`src/mode_pkg.sv`:
```
// Shared constants for the mode-select / flush / wake block and its far end.
// Assumes one 125 MHz clock on both ends; WAKE_CYCLES sets defaults in both files, each counter width is used by one file.
`default_nettype none

package mode_pkg;

    // Clock rate and derived timing
    localparam int CLK_KHZ          = 125000;             // 125 MHz in kHz
    localparam int WAKE_MS          = 20;                 // Wake pulse length, ms
    localparam int WAKE_CYCLES      = WAKE_MS * CLK_KHZ;  // 2,500,000 cycles
    localparam int WAKE_CNT_W       = 22;                 // Wide enough for WAKE_CYCLES
    localparam int FLUSH_LOW_CYCLES = 4;                  // Flush strobe low time
    localparam int PIN_CNT_W        = 22;                 // Far-end pin timer width

    // Operating modes; codes 0..4 are the ones the config memory may hold
    typedef enum logic [3:0] {
        MODE_UART    = 4'h0,  // Asynchronous serial (default)
        MODE_AFIFO   = 4'h1,  // Asynchronous parallel FIFO
        MODE_CPUFIFO = 4'h2,  // Processor-style FIFO
        MODE_HDSER   = 4'h3,  // Variable-width half-duplex serial bus
        MODE_FSER    = 4'h4,  // Fast opto-isolatable serial
        MODE_ABB     = 4'h5,  // Asynchronous bit-bang
        MODE_SBB     = 4'h6,  // Synchronous bit-bang
        MODE_ENGINE  = 4'h7,  // Multi-protocol serial engine
        MODE_SFIFO   = 4'h8   // Synchronous parallel FIFO
    } mode_t;

    // Host mode-switch command values
    localparam logic [7:0] CMD_RESTORE = 8'h00;  // Back to stored mode, fast serial released
    localparam logic [7:0] CMD_ABB     = 8'h01;
    localparam logic [7:0] CMD_ENGINE  = 8'h02;
    localparam logic [7:0] CMD_SBB     = 8'h04;
    localparam logic [7:0] CMD_FS_HOLD = 8'h10;  // Hold fast serial controller in reset
    localparam logic [7:0] CMD_SFIFO   = 8'h40;

    // Far-end register map (byte offsets, one word each)
    localparam logic [7:0] OFS_CMD  = 8'h00;  // RW: command value, a write issues one command
    localparam logic [7:0] OFS_CFG  = 8'h04;  // RW: stored mode and pull-down option
    localparam logic [7:0] OFS_PIN  = 8'h08;  // W: pin pulse requests, R: busy
    localparam logic [7:0] OFS_SUSP = 8'h0C;  // RW: host suspended level
    localparam logic [7:0] OFS_SLOT = 8'h10;  // W: host schedules one packet slot
    localparam logic [7:0] OFS_STAT = 8'h14;  // R: device state, W1C sticky events

    // Field positions
    localparam int CFG_PD_BIT     = 4;
    localparam int PIN_FLUSH_BIT  = 0;
    localparam int PIN_WAKE_BIT   = 1;
    localparam int PIN_RING_BIT   = 2;
    localparam int STAT_CONF_BIT  = 4;
    localparam int STAT_SHORT_BIT = 8;
    localparam int STAT_WAKE_BIT  = 9;

    // Reset values
    localparam logic [3:0] CFG_MODE_RST = 4'h0;

    // Modes the config memory may select
    function automatic logic cfg_mode_ok(input logic [3:0] m);
        cfg_mode_ok = (m <= 4'(MODE_FSER));
    endfunction : cfg_mode_ok

    // Modes in which the flush/wake pin is live: FIFO and bit-bang modes
    function automatic logic pin_mode_ok(input mode_t m);
        pin_mode_ok = (m == MODE_AFIFO) || (m == MODE_CPUFIFO) || (m == MODE_SFIFO)
                   || (m == MODE_ABB) || (m == MODE_SBB);
    endfunction : pin_mode_ok

endpackage : mode_pkg

`default_nettype wire
```
`src/mode_link_if.sv`:
```
// Carrier between the bridge device end and the host driver / external logic end.
// Plain wires, no clocking; both ends run on the same pclk.
`default_nettype none

interface mode_link_if;
    // Config memory read
    logic       cfg_req;           // Device asks for stored config
    logic       cfg_valid;         // One-cycle answer
    logic [3:0] cfg_mode;          // Stored mode
    logic       cfg_pulldown;      // Stored pull-down option
    // Host commands and bus state
    logic       cmd_valid;         // One-cycle command strobe
    logic [7:0] cmd_value;         // Command value
    logic       suspended;         // Host has suspended the bus
    logic       pkt_slot;          // Host schedules one IN packet
    // Pins from external logic
    logic       flush_wake_n;      // Flush / wake pin, active low
    logic       ring_indicator_n;  // Ring input, active low
    // Device answers
    logic       configured;        // Config loaded, enumerated
    logic [3:0] mode_rpt;          // Current mode
    logic       short_pkt;         // Short packet sent in this slot
    logic       wake_req;          // Remote wake-up signalled

    modport dev (
        input  cfg_valid, cfg_mode, cfg_pulldown, cmd_valid, cmd_value,
        input  suspended, pkt_slot, flush_wake_n, ring_indicator_n,
        output cfg_req, configured, mode_rpt, short_pkt, wake_req
    );
    modport ext (
        output cfg_valid, cfg_mode, cfg_pulldown, cmd_valid, cmd_value,
        output suspended, pkt_slot, flush_wake_n, ring_indicator_n,
        input  cfg_req, configured, mode_rpt, short_pkt, wake_req
    );
endinterface : mode_link_if

`default_nettype wire

```
`src/mode_flush_wake_dev.sv`:
```
// Device end: loads the operating mode after reset, follows host mode-switch
// commands, turns flush pin edges into short packets and detects wake pulses.
// Assumes the far end answers the config request; pins pass through two-stage synchronisers.
//
// Decided for this implementation: the APB slave port and the register addresses.
`default_nettype none

module mode_flush_wake_dev
    import mode_pkg::*;
#(
    parameter int WAKE_DET_CYCLES = WAKE_CYCLES  // Low time that counts as wake
)(
    // Clock and reset
    input  wire logic       pclk,
    input  wire logic       presetn,
    // Link to host driver and external logic
    mode_link_if.dev        link,
    // User side
    input  wire logic       tx_data_avail,  // Device-to-host data is buffered
    output logic [3:0]      mode_out,       // Current operating mode
    output logic            fs_hold,        // Fast serial controller held in reset
    output logic            flush_pending   // Short packet waiting for a slot
);

    // Loader states
    typedef enum logic [1:0] {
        ST_LOAD = 2'b00,  // Waiting for config memory
        ST_RUN  = 2'b01   // Configured, accepting commands
    } load_state_t;

    load_state_t            state_r;       // Loader state
    mode_t                  cfg_mode_r;    // Mode held in config memory
    mode_t                  mode_r;        // Mode in force
    logic                   pulldown_r;    // Pull-down option from config
    logic                   fs_hold_r;     // Fast serial held in reset
    logic                   fw_meta_r;     // Flush pin, first stage
    logic                   fw_sync_r;     // Flush pin, synchronised
    logic                   fw_prev_r;     // Flush pin, one cycle older
    logic                   ri_meta_r;     // Ring pin, first stage
    logic                   ri_sync_r;     // Ring pin, synchronised
    logic                   pend_r;        // Flush flagged to host
    logic                   short_r;       // Short packet pulse
    logic                   wake_r;        // Wake request pulse
    logic                   wake_done_r;   // Wake already sent for this low
    logic [WAKE_CNT_W-1:0]  wake_cnt_r;    // Low-time counter
    logic                   running;       // Loader finished
    logic                   fw_fall;       // Synchronised falling edge
    logic                   flush_evt;     // Edge that counts as flush
    logic                   wake_src;      // Pin watched for wake
    logic                   wake_ok;       // Wake detection allowed

    assign running = (state_r == ST_RUN);

    // Loader: request config until it arrives, once per reset
    always_ff @(posedge pclk or negedge presetn) begin
        if (!presetn) begin
            state_r <= ST_LOAD;
        end else begin
            unique case (state_r)
                ST_LOAD: begin
                    if (link.cfg_valid) begin
                        state_r <= ST_RUN;
                    end
                end
                ST_RUN: begin
                    state_r <= ST_RUN;  // Only a reset reloads
                end
                default: begin
                    state_r <= ST_LOAD;
                end
            endcase
        end
    end

    // Handshake to config memory is combinational from the state
    assign link.cfg_req    = (state_r == ST_LOAD);
    assign link.configured = running;

    // Mode register: config load first, then host commands
    always_ff @(posedge pclk or negedge presetn) begin
        if (!presetn) begin
            cfg_mode_r <= MODE_UART;
            mode_r     <= MODE_UART;
            pulldown_r <= 1'b0;
        end else if (!running) begin
            if (link.cfg_valid) begin
                pulldown_r <= link.cfg_pulldown;
                // Unknown stored codes fall back to the default mode
                if (cfg_mode_ok(link.cfg_mode)) begin
                    cfg_mode_r <= mode_t'(link.cfg_mode);
                    mode_r     <= mode_t'(link.cfg_mode);
                end else begin
                    cfg_mode_r <= MODE_UART;
                    mode_r     <= MODE_UART;
                end
            end
        end else if (link.cmd_valid) begin
            unique case (link.cmd_value)
                CMD_RESTORE: begin
                    mode_r <= cfg_mode_r;
                end
                CMD_ABB: begin
                    // Fast serial is only reset by the host, never switched away
                    if (cfg_mode_r != MODE_FSER) begin
                        mode_r <= MODE_ABB;
                    end
                end
                CMD_SBB: begin
                    if (cfg_mode_r != MODE_FSER) begin
                        mode_r <= MODE_SBB;
                    end
                end
                CMD_ENGINE: begin
                    if (cfg_mode_r != MODE_FSER) begin
                        mode_r <= MODE_ENGINE;
                    end
                end
                CMD_SFIFO: begin
                    if (cfg_mode_r == MODE_AFIFO) begin
                        mode_r <= MODE_SFIFO;
                    end
                end
                default: begin
                    // Other values, including the hold value, leave the mode alone
                    mode_r <= mode_r;
                end
            endcase
        end
    end

    // Fast serial reset control; only meaningful when config chose fast serial
    always_ff @(posedge pclk or negedge presetn) begin
        if (!presetn) begin
            fs_hold_r <= 1'b0;
        end else if (running && link.cmd_valid) begin
            if (link.cmd_value == CMD_FS_HOLD && cfg_mode_r == MODE_FSER) begin
                fs_hold_r <= 1'b1;
            end else if (link.cmd_value == CMD_RESTORE) begin
                fs_hold_r <= 1'b0;
            end
        end
    end

    // Pin synchronisers; the first stage feeds only the second
    always_ff @(posedge pclk or negedge presetn) begin
        if (!presetn) begin
            fw_meta_r <= 1'b1;
            fw_sync_r <= 1'b1;
            fw_prev_r <= 1'b1;
            ri_meta_r <= 1'b1;
            ri_sync_r <= 1'b1;
        end else begin
            fw_meta_r <= link.flush_wake_n;
            fw_sync_r <= fw_meta_r;
            fw_prev_r <= fw_sync_r;
            ri_meta_r <= link.ring_indicator_n;
            ri_sync_r <= ri_meta_r;
        end
    end

    // One edge gives one request; a held low adds nothing
    assign fw_fall = fw_prev_r & ~fw_sync_r;
    // While suspended the pin means wake, not flush
    assign flush_evt = fw_fall && running && pin_mode_ok(mode_r)
                    && !link.suspended;

    // Flush flag: set by the edge, cleared when the host slot carries it
    always_ff @(posedge pclk or negedge presetn) begin
        if (!presetn) begin
            pend_r  <= 1'b0;
            short_r <= 1'b0;
        end else begin
            // Short packet goes in the very next slot, latency timer skipped
            short_r <= link.pkt_slot && pend_r;
            if (flush_evt) begin
                pend_r <= 1'b1;
            end else if (link.pkt_slot) begin
                pend_r <= 1'b0;
            end
        end
    end

    // Wake source: ring input in serial mode, flush pin in pin modes
    assign wake_src = (mode_r == MODE_UART) ? ri_sync_r : fw_sync_r;
    assign wake_ok  = running && link.suspended && !pulldown_r
                   && (mode_r == MODE_UART || pin_mode_ok(mode_r));

    // Wake detector: a long enough low while suspended, one request per low.
    // Shorter glitches are ignored, which costs a counter but spares false wakes.
    always_ff @(posedge pclk or negedge presetn) begin
        if (!presetn) begin
            wake_cnt_r  <= '0;
            wake_done_r <= 1'b0;
            wake_r      <= 1'b0;
        end else begin
            wake_r <= 1'b0;
            if (!wake_ok || wake_src) begin
                wake_cnt_r  <= '0;
                wake_done_r <= 1'b0;
            end else if (!wake_done_r) begin
                if (wake_cnt_r == WAKE_CNT_W'(WAKE_DET_CYCLES - 1)) begin
                    wake_r      <= 1'b1;
                    wake_done_r <= 1'b1;
                end else begin
                    wake_cnt_r <= wake_cnt_r + 1'b1;
                end
            end
        end
    end

    // Outputs, all from flip-flops
    assign link.mode_rpt  = mode_r;
    assign link.short_pkt = short_r;
    assign link.wake_req  = wake_r;
    assign mode_out       = mode_r;
    assign fs_hold        = fs_hold_r;
    // Pending does not depend on buffered data; an empty flush still sends
    assign flush_pending  = pend_r & (tx_data_avail | 1'b1);

endmodule : mode_flush_wake_dev

`default_nettype wire

```
`src/flat_wrapper.sv`:
```
// flat-port wrapper written by rule: the top's interface ports become plain ports
module mode_flush_wake_dev_flat import mode_pkg::*;
#(
    parameter int WAKE_DET_CYCLES = WAKE_CYCLES                                 
)
  (pclk, presetn, tx_data_avail, mode_out, fs_hold, flush_pending, link_cfg_valid, link_cfg_mode, link_cfg_pulldown, link_cmd_valid, link_cmd_value, link_suspended, link_pkt_slot, link_flush_wake_n, link_ring_indicator_n, link_cfg_req, link_configured, link_mode_rpt, link_short_pkt, link_wake_req);
  mode_link_if link_i ();
  input  wire logic pclk;
  input  wire logic presetn;
  input  wire logic tx_data_avail;
  output logic [3:0] mode_out;
  output logic fs_hold;
  output logic flush_pending;
  input wire logic [$bits(link_i.cfg_valid)-1:0] link_cfg_valid;
  input wire logic [$bits(link_i.cfg_mode)-1:0] link_cfg_mode;
  input wire logic [$bits(link_i.cfg_pulldown)-1:0] link_cfg_pulldown;
  input wire logic [$bits(link_i.cmd_valid)-1:0] link_cmd_valid;
  input wire logic [$bits(link_i.cmd_value)-1:0] link_cmd_value;
  input wire logic [$bits(link_i.suspended)-1:0] link_suspended;
  input wire logic [$bits(link_i.pkt_slot)-1:0] link_pkt_slot;
  input wire logic [$bits(link_i.flush_wake_n)-1:0] link_flush_wake_n;
  input wire logic [$bits(link_i.ring_indicator_n)-1:0] link_ring_indicator_n;
  output wire logic [$bits(link_i.cfg_req)-1:0] link_cfg_req;
  output wire logic [$bits(link_i.configured)-1:0] link_configured;
  output wire logic [$bits(link_i.mode_rpt)-1:0] link_mode_rpt;
  output wire logic [$bits(link_i.short_pkt)-1:0] link_short_pkt;
  output wire logic [$bits(link_i.wake_req)-1:0] link_wake_req;
  assign link_i.cfg_valid = link_cfg_valid;
  assign link_i.cfg_mode = link_cfg_mode;
  assign link_i.cfg_pulldown = link_cfg_pulldown;
  assign link_i.cmd_valid = link_cmd_valid;
  assign link_i.cmd_value = link_cmd_value;
  assign link_i.suspended = link_suspended;
  assign link_i.pkt_slot = link_pkt_slot;
  assign link_i.flush_wake_n = link_flush_wake_n;
  assign link_i.ring_indicator_n = link_ring_indicator_n;
  assign link_cfg_req = link_i.cfg_req;
  assign link_configured = link_i.configured;
  assign link_mode_rpt = link_i.mode_rpt;
  assign link_short_pkt = link_i.short_pkt;
  assign link_wake_req = link_i.wake_req;
  mode_flush_wake_dev #(.WAKE_DET_CYCLES(WAKE_DET_CYCLES)) u_core (.pclk(pclk), .presetn(presetn), .link(link_i), .tx_data_avail(tx_data_avail), .mode_out(mode_out), .fs_hold(fs_hold), .flush_pending(flush_pending));
endmodule
```
`config.mk`:
```
export PLATFORM = sky130hd
export DESIGN_NAME = mode_flush_wake_dev_flat
export DESIGN_NICKNAME = d
export VERILOG_FILES = /design/src/mode_pkg.sv /design/src/mode_link_if.sv /design/src/mode_flush_wake_dev.sv /design/src/flat_wrapper.sv
export SDC_FILE = /design/constraint.sdc
export NUM_CORES = 1
export LEC_CHECK = 0
export ABC_AREA = 1
export ABC_CLOCK_PERIOD_IN_PS = 1750
export BUFFER_PORTS_ARGS = -buffer_cell sky130_fd_sc_hd__buf_4
export CORE_ASPECT_RATIO = 1.2
export CORE_MARGIN = 8
export CORE_UTILIZATION = 40
export DETAILED_ROUTE_END_ITERATION = 12
export SLEW_MARGIN = 10
export SYNTH_ARGS = -nofsm -noshare
export SYNTH_HDL_FRONTEND = slang
export SYNTH_SLANG_ARGS = --single-unit
```
`constraint.sdc`:
```
create_clock -name pclk -period 1.75 [get_ports pclk]
set_input_delay 0.2625 -clock pclk [delete_from_list [all_inputs] [get_ports pclk]]
set_output_delay 0.2625 -clock pclk [all_outputs]
set_load 0.005 [all_outputs]
```
==> metrics.md, run 1 <==
| Metric | Value |
|---|---|
| Status | finished clean |
| First-pass GRT wire length | 11.26 mm |
| Mean routed wirelength per cell | 12.30 um |
| Commonest non-fill, non-tap cells in the layout | nand2_1 (135), nor2_1 (49), buf_4 (46) |
| Total CTS buffers | 5 |
| Root Buffer | clkbuf_8 |
| Overflow after GRT | 0 |
| Antenna violations before repair | 0 |
| 1st-iter DRT viols | 117 |
| Slew Limit Fails | 0 |
| Placed Area | 3040 um^2 |
| Syn Inst Count | 385 |
| Seq cells post-synth | 42 |
| Least-Margin Pin Slew | 0.5530 ns |
| Final wirelength | 6.333 mm |
| Synth Net Count | 408 |
| Initial core utilization | 41.36% |
| Switching Share | 30.33% |
| Final #Nets | 452 |
| Diode count | 0 |
| Iteration count of the initial detailed-routing pass | 4 |
| Routability-driven placement congestion ratio | 0.8937 |
| Setup_tns | 0 ns |
| Die height | 105.4 um |
| Hold WC Path Type | input port to register |
| IO buf count | 34 |
| Clk_lat worst skew | 0.30 ns |
| Clk pin slew, worst setup/hold paths | 0.09 ns |
| DRC | 0 |
| Sequential share of power | 50.1% |
| Mapped Area | 2666 um^2 |
| Synthesis-to-layout area growth | 18.07% |
| Fillcell total | 663 |
| Critical Path Source Type | register |
| Detail Placement HPWL | 4.864 mm |
| Number of global-route vias before repair | 2,511 |
| Data arrival, critical path | 1.77 ns |
| P_leak | 0.001557 uW |
| Max-slew headroom | 63.13% |
| Peak Freq | 637.8 MHz |
| Critical path capture point type | register |
| Die width | 90.53 um |
| Net Switching | 633.8 uW |
| Final hold vios | 0 |
| Async set or reset register ratio after synthesis | 100.0% |
| Final non-filler cell total | 515 |
| Seq. cell area | 1057 um^2 |
| Internal power | 1456 uW |
| Rows | 32 |
| Routed via count | 2,477 |
| Final min period | 1.568 ns |
| Worst hold slack | 0.05707 ns |
| Total GRT Usage | 13.98% |
| Combinational power share | 17.8% |
| Share of cells above drive strength 1 | 18.37% |
| Htree depth | 2 |
| Antenna viol nets, final | 0 |
| Clock power frac | 32.0% |
| Critical path type | register to register |
| Synth Flop Type | dfrtp_1 |
| Placed Cells incl. Taps | 506 |
| I/O pin total | 36 |
| Most common cell after layout, fill and taps aside | nand2_1 |
| CTS Buffer Depth | 2 |
| RSZ-0062 raised after global routing | false |
| Die ar. | 9545 um^2 |
| VDD IR max | 0.4376 mV |
| Post-synth EDFFs | 0 |
| Synth Area per Inst | 6.925 um^2 |
| Max Cap Viol | 0 |
| Vias per cell | 4.810 |
| CORE AREA | 6446 um^2 |
| Finished Cell Area | 3148 um^2 |
| CTS tree | built |
| Cell Pwr Density | 663.7 nW/um^2 |
| Clock sinks | 42 |
| Endpoints failing setup | 0 |
| Area of the multi-input gates | 1360 um^2 |
| Cell variety after synth | 31 |
| Final Skew | 0.01098 ns |
| Crit path required time | 1.96 ns |
| CP max FO | 16 |
| Synthesis Warnings | 0 |
| Largest net degree at the start of global routing | 43 |
| Tcrit/Tclk final | 89.60% |
| Register area share after synthesis | 39.65% |
state kept, by name (all words and copies together) (netlist names):
signal,cells
u_core.link.short_pkt,1
u_core.link.mode_rpt,4
u_core.wake_done_r,1
u_core.cfg_mode_r,4
u_core.state_r,1
u_core.pulldown_r,1
u_core.fw_meta_r,1
u_core.fw_sync_r,1
u_core.fw_prev_r,1
u_core.fs_hold,1
u_core.wake_cnt_r,22
u_core.link.wake_req,1
u_core.flush_pending,1
u_core.ri_sync_r,1
u_core.ri_meta_r,1
layer usage:
metal / GRT usage, % / wire [um]
met5: 0 / 0
met4: 4.768 / 122
met3: 3.691 / 359
met2: 24.32 / 3056
met1: 16.20 / 2795
power groups by stage:
stage                     Clock [uW]  Sequential [uW]  Combinational (uW)
final                            670             1050                 373
after CTS                        701             1050                 381
after global routing             746             1050                 420
after global placement             0             1070                 370
after floorplan                    0             1070                 232
after detailed placement           0             1070                 378
cell type report:
cell class	instances	share of cell area, %
repair buffers	47	11.29
clock inverters	3	0.7552
well taps	85	3.378
flip-flops and latches	42	33.58
clock buffers	5	2.186
multi-input cells	288	43.20
inverters	45	5.604
worst paths after layout:
path / startpoint / to / slack (ns) / depth (start not counted)
max: u_core.wake_cnt_r[1]$_DFFE_PN0P_ / u_core.wake_cnt_r[0]$_DFFE_PN0P_ / 0.18 / 8
max in group asynchronous: presetn / u_core.wake_cnt_r[9]$_DFFE_PN0P_ / 0.87 / 2
max reg2reg: u_core.wake_cnt_r[1]$_DFFE_PN0P_ / u_core.wake_cnt_r[0]$_DFFE_PN0P_ / 0.18 / 8
min reg2reg: u_core.ri_meta_r$_DFF_PN1_ / u_core.ri_sync_r$_DFF_PN1_ / 0.36 / 0
min: link_flush_wake_n / u_core.fw_meta_r$_DFF_PN1_ / 0.06 / 1
min in group asynchronous: presetn / u_core.fs_hold$_DFFE_PN0P_ / 0.46 / 2
cell families (layout without fill, tap and decap cells):
group	count (synthesis)	after routing	synth area share, %
AOI/OAI and AO/OA	23	23	4.927
xor gates and xnor gates	10	10	3.285
adders and majority gates	1	1	0.4692
buffers and inverters	55	100	9.338
DFF	42	42	39.65
and+or+nand+nor	254	254	42.33
synth_stat cells, types with 2 or more instances:
library cell  number  area, um^2
a21oi_1            2       10.01
buf_2              2       10.01
buf_4              6       45.04
buf_6              2       22.52
dfrtp_1           37       925.9
dfstp_2            5       131.4
inv_1             42       157.7
inv_2              2       7.510
nand2_1          135       506.7
nand2_2            3       18.77
nand3_1           39       195.2
nand3b_1           6       45.04
nand4_1            8       50.05
nor2_1            49       183.9
nor2_2             3       18.77
nor2_4             2       22.52
nor3_1             2       10.01
o21ai_0           13       65.06
o21ai_1            3       15.01
o21ai_2            3       26.28
or2_2              2       12.51
xor2_1            10       87.58
critical path, cell delays in order (launching register included):
cell and delay [ns]:
dfrtp_1 0.40, ha_1 0.20, nand3_1 0.13, nor2_1 0.06, nand3_1 0.13, nand2_2 0.10
inv_2 0.25, nand3_1 0.10, o21ai_0 0.10
stage by stage:
step | power [uW] | util [%] | setup slack [ns]
after floorplan | 1297 | - | 0.2253
after global placement | 1436 | 47.17 | 0.1680
after detailed placement | 1445 | 47.17 | 0.1541
after CTS | 2130 | 48.76 | 0.1371
after global routing | 2220 | 48.84 | 0.02495
final | 2089 | 48.84 | 0.1820
repair_timing:
item                                   in CTS  in global routing
setup endpoints to repair                   0                 10
gates resized for setup                     0                  2
setup buffers                               0                  0
hold buffers                                1                  0
endpoints found under the hold margin      37                  0
Note: power is estimated with default switching activity, not from simulation.
==> run 2, diff against run 1 <==
--- a/config.mk
+++ b/config.mk
@@ -5,7 +5,6 @@
 export SDC_FILE = /design/constraint.sdc
 export NUM_CORES = 1
 export LEC_CHECK = 0
-export ABC_AREA = 1
 export ABC_CLOCK_PERIOD_IN_PS = 1750
 export BUFFER_PORTS_ARGS = -buffer_cell sky130_fd_sc_hd__buf_4
 export CORE_ASPECT_RATIO = 1.2
==> run 2 against run 1 <==
Against the previous run: the flow now finishes with violations (negative setup slack); clock skew down 0.0042 ns; utilization rose by 5.8 points; combinational power is 51% lower; clock power rose by 37%; die area is 16% lower; synthesized cell count is 44% lower; largest power group unchanged.
==> metrics.md, run 2 <==
| Metric | Value |
|---|---|
| Number of global-route vias before repair | 1,874 |
| Post-synth top area cell | dfrtp_1 |
| Overflow after GRT | 0 |
| Largest Register | u_core.wake_cnt_r |
| Mean routed wirelength per cell | 13.81 um |
| Routed via count | 1,740 |
| Final wirelength | 4.708 mm |
| Async set or reset register ratio after synthesis | 100.0% |
| CTS Buffer Depth | 2 |
| RSZ-0062 raised after global routing | true |
| Data arrival, critical path | 1.96 ns |
| Synth Net Count | 238 |
| Antenna viol nets, final | 0 |
| Clk_lat worst skew | 0.30 ns |
| Total GRT Usage | 12.24% |
| Max reg flops | 22 |
| Synth top area cells | dfrtp_1 (43%), dfstp_2 (6.1%), nor2_1 (5.7%), xnor2_1 (5.3%), xor2_1 (4.4%) |
| Endpoints failing setup | 5 |
| Vias per cell | 5.103 |
| Share of cells above drive strength 1 | 36.56% |
| Peak Freq | 564.0 MHz |
| Iteration count of the initial detailed-routing pass | 6 |
| Clk pin slew, worst setup/hold paths | 0.09 ns |
| Final hold vios | 0 |
| Hold WC Path Type | input port to register |
| Reg-to-reg setup timing slack | -0.02 ns |
| Seq cells post-synth | 42 |
| Initial core utilization | 41.17% |
| Mapped Area | 2166 um^2 |
| Rows | 29 |
| Synth Area per Inst | 10.07 um^2 |
| 1st-iter DRT viols | 53 |
| P_leak | 0.001250 uW |
| Largest net degree at the start of global routing | 43 |
| Max-slew headroom | 65.65% |
| Setup_tns | -0.09013 ns |
| CP max FO | 6 |
| Commonest non-fill, non-tap cells in the layout | buf_4 (63), dfrtp_1 (37), nor2_1 (33) |
| IO buf count | 34 |
| Htree depth | 2 |
| Top cell type's share of synthesized area | 42.75% |
| Power, Total | 2107 uW |
| Synth Flop Type | dfrtp_1 |
| Core Util, Final | 54.60% |
| WHS Path Cells | 1 |
| Syn Inst Count | 215 |
| R2r worst-path depth | 6 |
| Failing checks | negative setup slack |
| Cell Pwr Density | 733.3 nW/um^2 |
| DRC | 0 |
| Die width | 83.17 um |
| Max Cap Viol | 0 |
| Critical path type | register to register |
| Tcrit/Tclk final | 101.3% |
| Status | complete, but fails checks |
| Root Buffer | clkbuf_8 |
| Slew Limit Fails | 0 |
| Die ar. | 8035 um^2 |
| I/O pin total | 36 |
| Worst hold endpoint | u_core.ri_meta_r$_DFF_PN1_ |
| Die height | 96.61 um |
| Critical path capture point type | register |
| Most common cell after layout, fill and taps aside | buf_4 |
| Synthesis-to-layout area growth | 32.64% |
| Count leader, synth | dfrtp_1 |
| CTS tree | built |
| VDD IR max | 0.5688 mV |
| First-pass GRT wire length | 8.411 mm |
| Cell variety after synth | 48 |
| Final min period | 1.773 ns |
| Crit path from | u_core.wake_cnt_r[9]$_DFFE_PN0P_ |
| Diode count | 0 |
| Final non-filler cell total | 341 |
| Placed Cells incl. Taps | 329 |
| Clock sinks | 42 |
| Critical Path Source Type | register |
| Worst hold slack | 0.06659 ns |
| Final Skew | 0.006765 ns |
| Register area share after synthesis | 48.82% |
| Total CTS buffers | 5 |
| Antenna violations before repair | 0 |
| Least-Margin Pin Slew | 0.5153 ns |
| Detail Placement HPWL | 3.531 mm |
| CORE AREA | 5261 um^2 |
| Final #Nets | 301 |
| Post-synth top cells | dfrtp_1 (37), nor2_1 (33), nand2_1 (19) |
| RR Startpoint | u_core.wake_cnt_r[9]$_DFFE_PN0P_ |
| Crit path required time | 1.94 ns |
| Synthesis Warnings | 0 |
| Hold_sp | link_ring_indicator_n |
| RR Endpoint | u_core.wake_cnt_r[5]$_DFFE_PN0P_ |
| Post-synth EDFFs | 0 |
| Setup slack after layout | -0.02311 ns |
| Routability-driven placement congestion ratio | 0.7640 |
## run 2: cell types whose count changed in the layout (fill, tap and decap cells not counted), sizes merged, moves of 12 or more
cell | before | now
nor2 | 55 | 33
o21ai | 19 | 7
nand3 | 40 | 12
xnor2 | 0 | 13
buf | 46 | 64
inv | 46 | 7
nand2 | 139 | 19
## run 2: area by class of cell
| cell class | count | area (um^2) |
|---|---|---|
| repair buffers | 65 | 494.2 |
| well taps | 62 | 77.57 |
| fillers | 465 | 2389 |
| clock inverters | 3 | 68.82 |
| multi-input cells | 157 | 1080 |
| flip-flops and latches | 42 | 1057 |
| inverters | 7 | 26.28 |
| clock buffers | 5 | 68.82 |
## run 2: cells by family after synthesis
logic type	share of synthesized area, %
XOR/XNOR	9.705
AND/OR/NAND/NOR	24.44
multiplexers	3.524
adder cells (fa/ha/maj)	0.5776
buffers and inverters	3.524
flip-flops	48.82
AO/OA/AOI/OAI	9.416
## run 2: metal layers
layer | vias up | global-route usage (%) | share of wire (%)
li1 | 878 | - | -
met3 | 8 | 3.356 | 5.4
met4 | 0 | 4.607 | 1.3
met5 | - | 0 | 0
met1 | 819 | 14.13 | 44
met2 | 35 | 20.86 | 50
## run 2: critical path, cell delays in order, from the launching register on
cell and delay, ns:
dfrtp_1 0.38, or4b_4 0.54, nor4_4 0.30, buf_6 0.17, a2111oi_2 0.07, xnor2_1 0.15, nor2_1 0.05
## run 2: power by group
part	total, uW	leakage [uW]	switching, uW	internal (uW)
clock network	916	0.0000683	345	572
logic	182	0.000621	89.6	92.5
registers	1010	0.000562	15.4	993
total	2110	0.00125	449	1660
## run 2: how the worst max path moves through the flow
stage                                  endpoint  slack, ns  depth (start not counted)
2_1_floorplan  u_core.wake_cnt_r[5]$_DFFE_PN0P_      -0.06                          5
3_3_place_gp   u_core.wake_cnt_r[5]$_DFFE_PN0P_      -0.04                          6
3_5_place_dp   u_core.wake_cnt_r[5]$_DFFE_PN0P_      -0.05                          6
4_1_cts        u_core.wake_cnt_r[5]$_DFFE_PN0P_      -0.06                          6
5_1_grt        u_core.wake_cnt_r[5]$_DFFE_PN0P_      -0.12                          6
6_report       u_core.wake_cnt_r[5]$_DFFE_PN0P_      -0.02                          6
## run 2: repair_timing
action                                 in CTS  in global routing
hold buffers                                1                  0
gates resized for setup                     1                  9
pin swaps                                   3                  4
endpoints found under the hold margin      37                  0
setup buffers                               2                  1
setup endpoints to repair                   7                 26
## run 2: through the flow
stage	instance area [um^2]	worst slack, ns
final	2873	-0.02311
after global routing	2873	-0.1182
after CTS	2828	-0.06473
after detailed placement	2660	-0.04890
after global placement	2660	-0.03965
after floorplan	2175	-0.05932
